File: config.mk
export PLATFORM = sky130hd
export DESIGN_NAME = irpwm_timer_pair
export DESIGN_NICKNAME = d
export VERILOG_FILES = /design/src/shared/irpwm_pkg.sv /design/src/shared/irpwm_small_if.sv /design/src/verilog/irpwm_timer_pair.sv /design/src/verilog/irpwm_small_timer.sv
export VERILOG_INCLUDE_DIRS = /design/src /design/src/shared
export SDC_FILE = /design/constraint.sdc
export NUM_CORES = 1
export LEC_CHECK = 0
export BUFFER_PORTS_ARGS = -buffer_cell sky130_fd_sc_hd__buf_2
export CELL_PAD_IN_SITES_DETAIL_PLACEMENT = 0
export CELL_PAD_IN_SITES_GLOBAL_PLACEMENT = 1
export CORE_AREA = 2 2 159 277
export CTS_CLUSTER_DIAMETER = 50
export DETAILED_ROUTE_END_ITERATION = 8
export DIE_AREA = 0 0 161 279
export PLACE_DENSITY_LB_ADDON = 0.3
export SYNTH_ARGS = -nofsm -noshare
export SYNTH_HDL_FRONTEND = slang
export SYNTH_SLANG_ARGS = --single-unit
File: constraint.sdc
create_clock -name sys_clk -period 3.81 [get_ports sys_clk]
set_clock_uncertainty 0.15 [all_clocks]
set_input_delay 0 -clock sys_clk [delete_from_list [all_inputs] [get_ports sys_clk]]
set_output_delay 0 -clock sys_clk [all_outputs]
set_load 0.1 [all_outputs]
File: src/shared/irpwm_params.svh
// Register offsets, field positions and reset values for the IR/PWM timer pair
// Assumes APB byte addressing with one 32-bit word per register
`ifndef IRPWM_PARAMS_SVH
`define IRPWM_PARAMS_SVH
`define IRPWM_OFF_CTRL    12'h000
`define IRPWM_OFF_PRESC   12'h004
`define IRPWM_OFF_PERIOD  12'h008
`define IRPWM_OFF_COUNT   12'h00C
`define IRPWM_OFF_CHMODE  12'h010
`define IRPWM_OFF_STATUS  12'h014
`define IRPWM_OFF_MASK    12'h018
`define IRPWM_OFF_CC0     12'h020
`define IRPWM_OFF_A_CTRL  12'h040
`define IRPWM_OFF_B_CTRL  12'h050
`define IRPWM_BIT_RUN     0
`define IRPWM_BIT_IRMODE  1
`define IRPWM_RST_PERIOD  16'hFFFF
`define IRPWM_RST_8PERIOD 8'hFF
`define IRPWM_NCH         5
`endif

File: src/shared/irpwm_pkg.sv
// Types shared by the IR/PWM timer pair
// Assumes the params header is compiled alongside
package irpwm_pkg;
  typedef enum logic [1:0] {
    IRPWM_CH_OFF     = 2'h0,
    IRPWM_CH_PWM     = 2'h1,
    IRPWM_CH_CAPRISE = 2'h2,
    IRPWM_CH_CAPFALL = 2'h3
  } irpwm_chmode_t;
endpackage

File: src/shared/irpwm_small_if.sv
// Connection between main timer and an 8-bit companion timer
// Assumes one clock domain
`timescale 1ns/1ps
interface irpwm_small_if;
  logic       run;
  logic [7:0] prescale;
  logic [7:0] period;
  logic [7:0] compare;
  logic       wrapPulse;
  logic       pwmOut;
  logic [7:0] count;
  modport ctl (output run, prescale, period, compare, input wrapPulse, pwmOut, count);
  modport tmr (input run, prescale, period, compare, output wrapPulse, pwmOut, count);
endinterface

File: src/verilog/irpwm_timer_pair.sv
// 16-bit five-channel PWM/capture timer with two 8-bit companions and IR mode
// Assumes APB master on sys_clk; pin inputs synchronous to sys_clk
//
// Implementation choices: the register offsets and the APB register port.
`timescale 1ns/1ps
`include "irpwm_params.svh"
// Functional notes
// - 16-bit counter, prescaler, programmable period wrap
// - Five channels, each with 16-bit compare
// - Channel selects PWM output or capture
// - IR mode counts companion timer periods
// - IR output is main AND companion
// - Companion: prescaled 8-bit counter, 8-bit period
// - Companion single channel usable as PWM
module irpwm_timer_pair import irpwm_pkg::*; #(
  parameter int NCH = `IRPWM_NCH
) (
  input  wire logic            sys_clk,
  input  wire logic            rst_n,
  input  wire logic            psel,
  input  wire logic            penable,
  input  wire logic            pwrite,
  input  wire logic [11:0]     paddr,
  input  wire logic [31:0]     pwdata,
  output logic      [31:0]     prdata,
  output logic                 pready,
  output logic                 pslverr,
  input  wire logic [NCH-1:0]  capIn,
  output logic      [NCH-1:0]  pwmOut,
  output logic                 smallAPwm,
  output logic                 smallBPwm,
  output logic                 irOut,
  output logic                 irq
);
  typedef struct packed {
    logic [1:0]             ctrl;
    logic [15:0]            presc;
    logic [15:0]            period;
    logic [15:0]            pre;
    logic [15:0]            cnt;
    logic [2*NCH-1:0]       chMode;
    logic [NCH*16-1:0]      cc;
    logic [NCH-1:0]         capPrev;
    logic [NCH:0]           status;
    logic [NCH:0]           mask;
    logic [NCH-1:0]         pwm;
    logic [2:0][7:0]        aCfg;
    logic                   aRun;
    logic [2:0][7:0]        bCfg;
    logic                   bRun;
    logic                   ir;
    logic                   irqQ;
    logic                   aPwm;
    logic                   bPwm;
    logic [31:0]            rdata;
    logic                   ready;
    logic                   err;
  } irpwm_state_t;
  irpwm_state_t st;
  irpwm_state_t next_st;

  irpwm_small_if aIf ();
  irpwm_small_if bIf ();

  assign aIf.run      = st.aRun;
  assign aIf.prescale = st.aCfg[0];
  assign aIf.period   = st.aCfg[1];
  assign aIf.compare  = st.aCfg[2];
  assign bIf.run      = st.bRun;
  assign bIf.prescale = st.bCfg[0];
  assign bIf.period   = st.bCfg[1];
  assign bIf.compare  = st.bCfg[2];

  irpwm_small_timer uSmallA (
    .sys_clk (sys_clk),
    .rst_n   (rst_n),
    .bus     (aIf.tmr)
  );
  irpwm_small_timer uSmallB (
    .sys_clk (sys_clk),
    .rst_n   (rst_n),
    .bus     (bIf.tmr)
  );

  // Channel index for an address in the compare block, or NCH when none
  function automatic int chIndex(input logic [11:0] a);
    int k;
    chIndex = NCH;
    for (k = 0; k < NCH; k++) begin
      if (a == `IRPWM_OFF_CC0 + 12'(4 * k)) begin
        chIndex = k;
      end
    end
  endfunction

  // Companion register slot 0..3 at base, or 4 when none
  function automatic logic [2:0] smallSlot(input logic [11:0] a, input logic [11:0] base);
    smallSlot = 3'h4;
    if (a[11:4] == base[11:4] && a[1:0] == 2'h0) begin
      smallSlot = {1'b0, a[3:2]};
    end
  endfunction

  logic setup;
  logic access;
  assign setup  = psel && !penable;
  assign access = psel && penable && st.ready;

  always_comb begin
    int ci;
    logic [2:0] sa;
    logic [2:0] sb;
    logic tick;
    logic [NCH:0] events;
    irpwm_chmode_t m;
    ci = chIndex(paddr);
    sa = smallSlot(paddr, `IRPWM_OFF_A_CTRL);
    sb = smallSlot(paddr, `IRPWM_OFF_B_CTRL);
    tick = 1'b0;
    events = '0;
    m = IRPWM_CH_OFF;
    next_st = st;

    // tick source: prescaler or companion wrap
    if (st.ctrl[`IRPWM_BIT_IRMODE]) begin
      tick = aIf.wrapPulse;
    end else if (st.pre >= st.presc) begin
      tick = 1'b1;
    end
    if (st.ctrl[`IRPWM_BIT_RUN]) begin
      next_st.pre = (st.pre >= st.presc) ? 16'h0000 : st.pre + 16'h0001;
      if (tick) begin
        if (st.cnt >= st.period) begin
          next_st.cnt = 16'h0000;
          events[NCH] = 1'b1;
        end else begin
          next_st.cnt = st.cnt + 16'h0001;
        end
      end
    end

    for (int k = 0; k < NCH; k++) begin
      m = irpwm_chmode_t'(st.chMode[2*k +: 2]);
      next_st.capPrev[k] = capIn[k];
      next_st.pwm[k] = (m == IRPWM_CH_PWM) && st.ctrl[`IRPWM_BIT_RUN] &&
                       (next_st.cnt < st.cc[16*k +: 16]);
      if ((m == IRPWM_CH_CAPRISE && capIn[k] && !st.capPrev[k]) ||
          (m == IRPWM_CH_CAPFALL && !capIn[k] && st.capPrev[k])) begin
        next_st.cc[16*k +: 16] = st.cnt;
        events[k] = 1'b1;
      end
    end

    next_st.ir   = st.ctrl[`IRPWM_BIT_IRMODE] && next_st.pwm[0] && aIf.pwmOut;
    next_st.aPwm = aIf.pwmOut;
    next_st.bPwm = bIf.pwmOut;

    // APB: no wait state, answer in the first access cycle after setup
    next_st.ready = setup;
    next_st.err   = 1'b0;
    next_st.rdata = 32'h0000_0000;
    if (setup) begin
      next_st.err = 1'b1;
      case (paddr)
        `IRPWM_OFF_CTRL:   begin next_st.rdata = 32'(st.ctrl);   next_st.err = 1'b0; end
        `IRPWM_OFF_PRESC:  begin next_st.rdata = 32'(st.presc);  next_st.err = 1'b0; end
        `IRPWM_OFF_PERIOD: begin next_st.rdata = 32'(st.period); next_st.err = 1'b0; end
        `IRPWM_OFF_COUNT:  begin next_st.rdata = 32'(st.cnt);    next_st.err = 1'b0; end
        `IRPWM_OFF_CHMODE: begin next_st.rdata = 32'(st.chMode); next_st.err = 1'b0; end
        `IRPWM_OFF_STATUS: begin next_st.rdata = 32'(st.status); next_st.err = 1'b0; end
        `IRPWM_OFF_MASK:   begin next_st.rdata = 32'(st.mask);   next_st.err = 1'b0; end
        default: begin
          if (ci < NCH) begin
            next_st.rdata = 32'(st.cc[16*ci +: 16]);
            next_st.err = 1'b0;
          end else if (sa < 3'h4) begin
            next_st.rdata = (sa == 3'h3) ? 32'(st.aRun) :
                            (sa == 3'h2) ? 32'(aIf.count) : 32'(st.aCfg[sa[1:0]]);
            next_st.err = 1'b0;
          end else if (sb < 3'h4) begin
            next_st.rdata = (sb == 3'h3) ? 32'(st.bRun) :
                            (sb == 3'h2) ? 32'(bIf.count) : 32'(st.bCfg[sb[1:0]]);
            next_st.err = 1'b0;
          end
        end
      endcase
    end else if (access) begin
      next_st.rdata = st.rdata;
      next_st.err   = st.err;
    end

    // Status write-one-to-clear; a same-cycle event wins
    next_st.status = st.status;
    if (access && pwrite && !st.err) begin
      case (paddr)
        `IRPWM_OFF_CTRL:   next_st.ctrl   = pwdata[1:0];
        `IRPWM_OFF_PRESC:  next_st.presc  = pwdata[15:0];
        `IRPWM_OFF_PERIOD: next_st.period = pwdata[15:0];
        `IRPWM_OFF_COUNT:  next_st.cnt    = pwdata[15:0];
        `IRPWM_OFF_CHMODE: next_st.chMode = pwdata[2*NCH-1:0];
        `IRPWM_OFF_STATUS: next_st.status = st.status & ~pwdata[NCH:0];
        `IRPWM_OFF_MASK:   next_st.mask   = pwdata[NCH:0];
        default: begin
          if (ci < NCH) begin
            next_st.cc[16*ci +: 16] = pwdata[15:0];
          end else if (sa == 3'h3) begin
            next_st.aRun = pwdata[0];
          end else if (sa < 3'h2) begin
            next_st.aCfg[sa[1:0]] = pwdata[7:0];
          end else if (sa == 3'h2) begin
            next_st.aCfg[2] = pwdata[7:0];
          end else if (sb == 3'h3) begin
            next_st.bRun = pwdata[0];
          end else if (sb < 3'h4) begin
            next_st.bCfg[sb[1:0]] = pwdata[7:0];
          end
        end
      endcase
    end
    next_st.status = next_st.status | events;
    next_st.irqQ = |(next_st.status & st.mask);
  end

  always_ff @(posedge sys_clk or negedge rst_n) begin
    if (!rst_n) begin
      st        <= '0;
      st.period <= `IRPWM_RST_PERIOD;
      st.aCfg   <= {`IRPWM_RST_8PERIOD, `IRPWM_RST_8PERIOD, 8'h00};
      st.bCfg   <= {`IRPWM_RST_8PERIOD, `IRPWM_RST_8PERIOD, 8'h00};
    end else begin
      st <= next_st;
    end
  end

  assign prdata    = st.rdata;
  assign pready    = st.ready;
  assign pslverr   = st.err;
  assign pwmOut    = st.pwm;
  assign smallAPwm = st.aPwm;
  assign smallBPwm = st.bPwm;
  assign irOut     = st.ir;
  assign irq       = st.irqQ;

  // count never exceeds period after tick
  a_cnt_wrap: assert property (@(posedge sys_clk) disable iff (!rst_n)
    st.ctrl[`IRPWM_BIT_RUN] && !st.ctrl[`IRPWM_BIT_IRMODE] && st.cnt == st.period && st.pre >= st.presc
    && !(access && pwrite) |=> st.cnt == 16'h0000)
    else $error("main counter did not wrap at period");
  a_cc_write: assert property (@(posedge sys_clk) disable iff (!rst_n)
    access && pwrite && paddr == `IRPWM_OFF_CC0 && st.chMode[1:0] != 2'h2 && st.chMode[1:0] != 2'h3
    |=> st.cc[15:0] == $past(pwdata[15:0]))
    else $error("channel 0 compare not stored");
  a_ch_off_low: assert property (@(posedge sys_clk) disable iff (!rst_n)
    $past(st.chMode[1:0]) != 2'h1 |-> !pwmOut[0])
    else $error("pwm driven while channel not in pwm mode");
  // IR mode only counts on companion wrap
  a_ir_tick: assert property (@(posedge sys_clk) disable iff (!rst_n)
    st.ctrl == 2'h3 && !aIf.wrapPulse && !(access && pwrite) |=> $stable(st.cnt))
    else $error("counter moved without companion period in ir mode");
  // IR output needs companion PWM in IR mode
  a_ir_and: assert property (@(posedge sys_clk) disable iff (!rst_n)
    irOut |-> $past(aIf.pwmOut) && $past(st.ctrl[`IRPWM_BIT_IRMODE]))
    else $error("ir output high without companion pwm");
  a_cap_latch: assert property (@(posedge sys_clk) disable iff (!rst_n)
    st.chMode[1:0] == 2'h2 && capIn[0] && !st.capPrev[0] && !(access && pwrite)
    |=> st.cc[15:0] == $past(st.cnt) && st.status[0])
    else $error("capture edge not latched");
  // Interrupt follows masked status
  // A W1C or mask write in the same cycle may lower the interrupt legally
  a_irq_level: assert property (@(posedge sys_clk) disable iff (!rst_n)
    |(st.status & st.mask) && !(access && pwrite) |=> ##[0:1] irq)
    else $error("interrupt missing for masked status");
endmodule // irpwm_timer_pair

File: src/verilog/irpwm_small_timer.sv
// 8-bit companion timer with prescaler, period and one PWM channel
// Assumes settings held by the parent, synchronous to sys_clk
`timescale 1ns/1ps
module irpwm_small_timer (
  input wire logic sys_clk,
  input wire logic rst_n,
  irpwm_small_if.tmr bus
);
  typedef struct packed {
    logic [7:0] pre;
    logic [7:0] cnt;
    logic       wrap;
    logic       pwm;
  } irpwm_st_t;
  irpwm_st_t st;
  irpwm_st_t next_st;

  always_comb begin
    next_st = st;
    next_st.wrap = 1'b0;
    if (bus.run) begin
      if (st.pre >= bus.prescale) begin
        next_st.pre = 8'h00;
        if (st.cnt >= bus.period) begin
          next_st.cnt = 8'h00;
          next_st.wrap = 1'b1;
        end else begin
          next_st.cnt = st.cnt + 8'h01;
        end
      end else begin
        next_st.pre = st.pre + 8'h01;
      end
    end
    next_st.pwm = bus.run && (next_st.cnt < bus.compare);
  end

  always_ff @(posedge sys_clk or negedge rst_n) begin
    if (!rst_n) begin
      st <= '0;
    end else begin
      st <= next_st;
    end
  end

  assign bus.wrapPulse = st.wrap;
  assign bus.pwmOut    = st.pwm;
  assign bus.count     = st.cnt;

  a_small_pwm_cmp: assert property (@(posedge sys_clk) disable iff (!rst_n)
    bus.run && $stable(bus.compare) && $stable(bus.run) |-> st.pwm == (st.cnt < bus.compare))
    else $error("small timer pwm mismatch");
  a_small_wrap: assert property (@(posedge sys_clk) disable iff (!rst_n)
    st.wrap |-> st.cnt == 8'h00)
    else $error("small timer wrap without zero count");
endmodule // irpwm_small_timer

==> impl_metrics.ini <==
[status]
status = complete, but fails checks
violations = hold timing, setup timing

[die]
start_util_pct = 43.71
die_w_microns = 161
ios = 97
die_h_microns = 279
fp.coreArea_sq_um = 42540
rows = 100
dieArea_sq_um = 44920

[route]
drc = 0
ant_nets = 0
first_pass_iters = 5
vias = 16550
vias_per_cell = 5.685
wirelength_microns = 67310
drt_iter0_markers = 1011
wire_per_inst_microns = 23.12

[setup_path]
cpPeakStageDelay_ps = 400
crit_chain = ha_1 -> nand2b_4 -> a2111o_1 -> a311oi_2 -> a21o_2 -> buf_6 -> nor3_4 -> xnor2_2 -> nor2_4 -> buf_12 -> ha_4 -> a211oi_2 -> o21ai_1 -> o211ai_1 -> a21oi_2 -> nor3_2 -> nand4b_1 -> a21oi_2
worst_path_max_delay_cell = a2111o_1
critPathArrivalTime_ps = 4120
cpMostUsedCell = a21oi_2
cp-start-kind = register
crit_path_max_fanout = 7
required_ps = 4120
crit_buf_inv = 2
critPathKind = reg -> reg
worstSetupEndpointType = register
cp_top_family = compound AO/OA/AOI/OAI gates

[sta]
period_minus_slack_ps = 3812
final-max-slew-violation-count = 0
max-slew-margin-rel_pct = 19.10
finalSetupViolations = 1
setup_ws_ps = -1.818
period_share_pct = 100.0
worstMarginPinSlew_ps = 1211
rsz0062_at_grt = true
tns_ps = -1.818
finalHoldViolCount = 4
whs_ps = -29.03
fmax_mhz = 262.3

[power_and_ir_drop]
pwr-share-comb_pct = 5.7
p_leak_nw = 11.07
p_total_mw = 7.053
cellPowerDensity_nw_per_um2 = 306.9
clockPowerShare_pct = 51.2
p_sw_share_pct = 25.07
p_switching_mw = 1.768
seq_power_share_pct = 43.1
internal_power_mw = 5.285
vdd_ir_drop_max_v = 0.0002694

[placement]
dpl_worst_slack_ps = -332.1
dp.cells = 2783
io_buffers = 64
gp_congestion = 0.9621
hpwl_microns = 50190

[grt]
grt_max_degree = 112
grt_overflow_total = 0
grt_pass1_wl_microns = 101200
grtUsageTotal_pct = 29.72
grt_pass1_vias = 17090
antenna_found_initial = 1

[synthesis]
netlist.area_leader.share_pct = 31.89
ys_top_cells_by_count = 237 x dfrtp_1, 215 x nand2_1, 193 x a21oi_1
syn_area_sq_um = 18600
async_flop_share_pct = 100.0
synth.most_common_cell = dfrtp_1
synth_edf_count = 0
yosysSeqAreaShare_pct = 38.67
ys_types = 80
synth_area_leader_cell = dfrtp_1
ys_warn_count = 0
ys_ff_latch = 285
yosys-top-cells-area = dfrtp_1 32%, ha_1 11%, dfstp_2 6.8%, a21oi_1 5.2%, o21ai_0 4.5%
syn_inst = 2106
synthFlopType = dfrtp_1
syn_avg_cell_area_sq_um = 8.830

[job]
drv_cap = 0

[final_layout]
nNetsFinal = 2539
fillers = 3950
drive_above_1_share_pct = 22.95
multi_input_area_sq_um = 10750
areaGrowthSynthToFinish_pct = 23.56
regArea_sq_um = 7193
instances_no_fill = 2911

[clock_network]
cts_made_buffers = 34
root_buffer = clkbuf_16
cts_buffer_depth = 3
clock_latency_ps = 550
htreeDepth = 2
clkTransAtPathRegs_ps = 60
tritoncts = done
cts_sinks = 285

[hold_path]
hold_path_class = in -> async
power groups by stage:
| stage | clock [mW] | combinational, mW | sequential, mW |
|---|---|---|---|
| 3_5_place_dp | 0 | 0.375 | 3.09 |
| 2_1_floorplan | 0 | 0.196 | 3.10 |
| 6_report | 3.61 | 0.403 | 3.04 |
| 5_1_grt | 3.78 | 0.426 | 3.04 |
| 3_3_place_gp | 0 | 0.373 | 3.09 |
| 4_1_cts | 3.67 | 0.400 | 3.04 |
layout make-up:
class / instances / area share [%]
Antenna cell: 1 / 0.01089
Clock inverter: 20 / 1.329
Timing Repair Buffer: 318 / 10.63
Inverter: 177 / 2.891
Clock buffer: 42 / 4.013
Multi-Input combinational cell: 1507 / 46.77
Sequential cell: 285 / 31.30
Tap cell: 561 / 3.055
repair_timing:
action                                 4_1_cts  5_1_grt
setup endpoints to repair                    6        9
buffers inserted                            21       13
pin swaps                                   40       42
hold buffers                                32        0
resized for setup                           73       67
gates cloned                                 0        0
endpoints found under the hold margin      334        0
routing by layer:
metal | GRT usage [%] | wire (microns) | vias to the layer above
met2 | 55.17 | 35390 | 516
li1 | - | - | 7781
met4 | 21.06 | 5530 | 2
met1 | 30.69 | 23790 | 8018
met5 | 0 | 15 | -
met3 | 3.461 | 2593 | 231
stage by stage:
stage / util (%) / cell area [sq um]
2_1_floorplan: - / 18660
3_3_place_gp: 47.99 / 20410
3_5_place_dp: 47.99 / 20410
4_1_cts: 52.93 / 22520
5_1_grt: 54.01 / 22980
6_report: 54.01 / 22980
cell usage in the layout (no fill, tap or decap), types with 62 or more instances in the layout:
cell type and instances:
nand2_1 215, ha_1 138, buf_4 202, o21ai_0 154, nor2_1 179, dfrtp_1 236, inv_1 171, mux2i_1 81
buf_2 62, a21oi_1 174
registers in the layout (all words and copies together) (netlist names), 5 cells and up:
signal,count
prdata,16
uSmallA.st,8
bIf.compare,8
pwmOut,5
uSmallB.st,8
bIf.period,8
aIf.prescale,8
st,173
aIf.compare,8
uSmallA.bus.count,8
uSmallB.bus.count,8
bIf.prescale,8
aIf.period,8
worst paths after layout:
check,from,endpoint,slack (ps),cells past startpoint
max in group asynchronous,rst_n,aIf.compare[0],2510,3
worst max-delay path,st[248],irOut,-2,18
worst max register to register,st[248],irOut,-2,18
worst min-delay path,rst_n,st[220],-30,2
worst min register to register,uSmallB.bus.pwmOut,smallBPwm,210,0
min in group sys_clk,paddr[5],prdata[11],50,6
logic make-up (layout without fill, tap and decap cells):
| group | count (synthesis) | count (layout) | synth area share (%) |
|---|---|---|---|
| other | 1 | 17 | 0.02016 |
| muxes | 138 | 138 | 8.006 |
| adders and majority gates | 162 | 162 | 10.90 |
| xor gates and xnor gates | 30 | 30 | 1.413 |
| AOI/OAI and AO/OA | 554 | 554 | 17.95 |
| DFF | 285 | 285 | 38.67 |
| buffers and inverters | 329 | 557 | 7.636 |
| and+or+nand+nor | 607 | 607 | 15.40 |
Note: power is estimated with default switching activity, not from simulation.
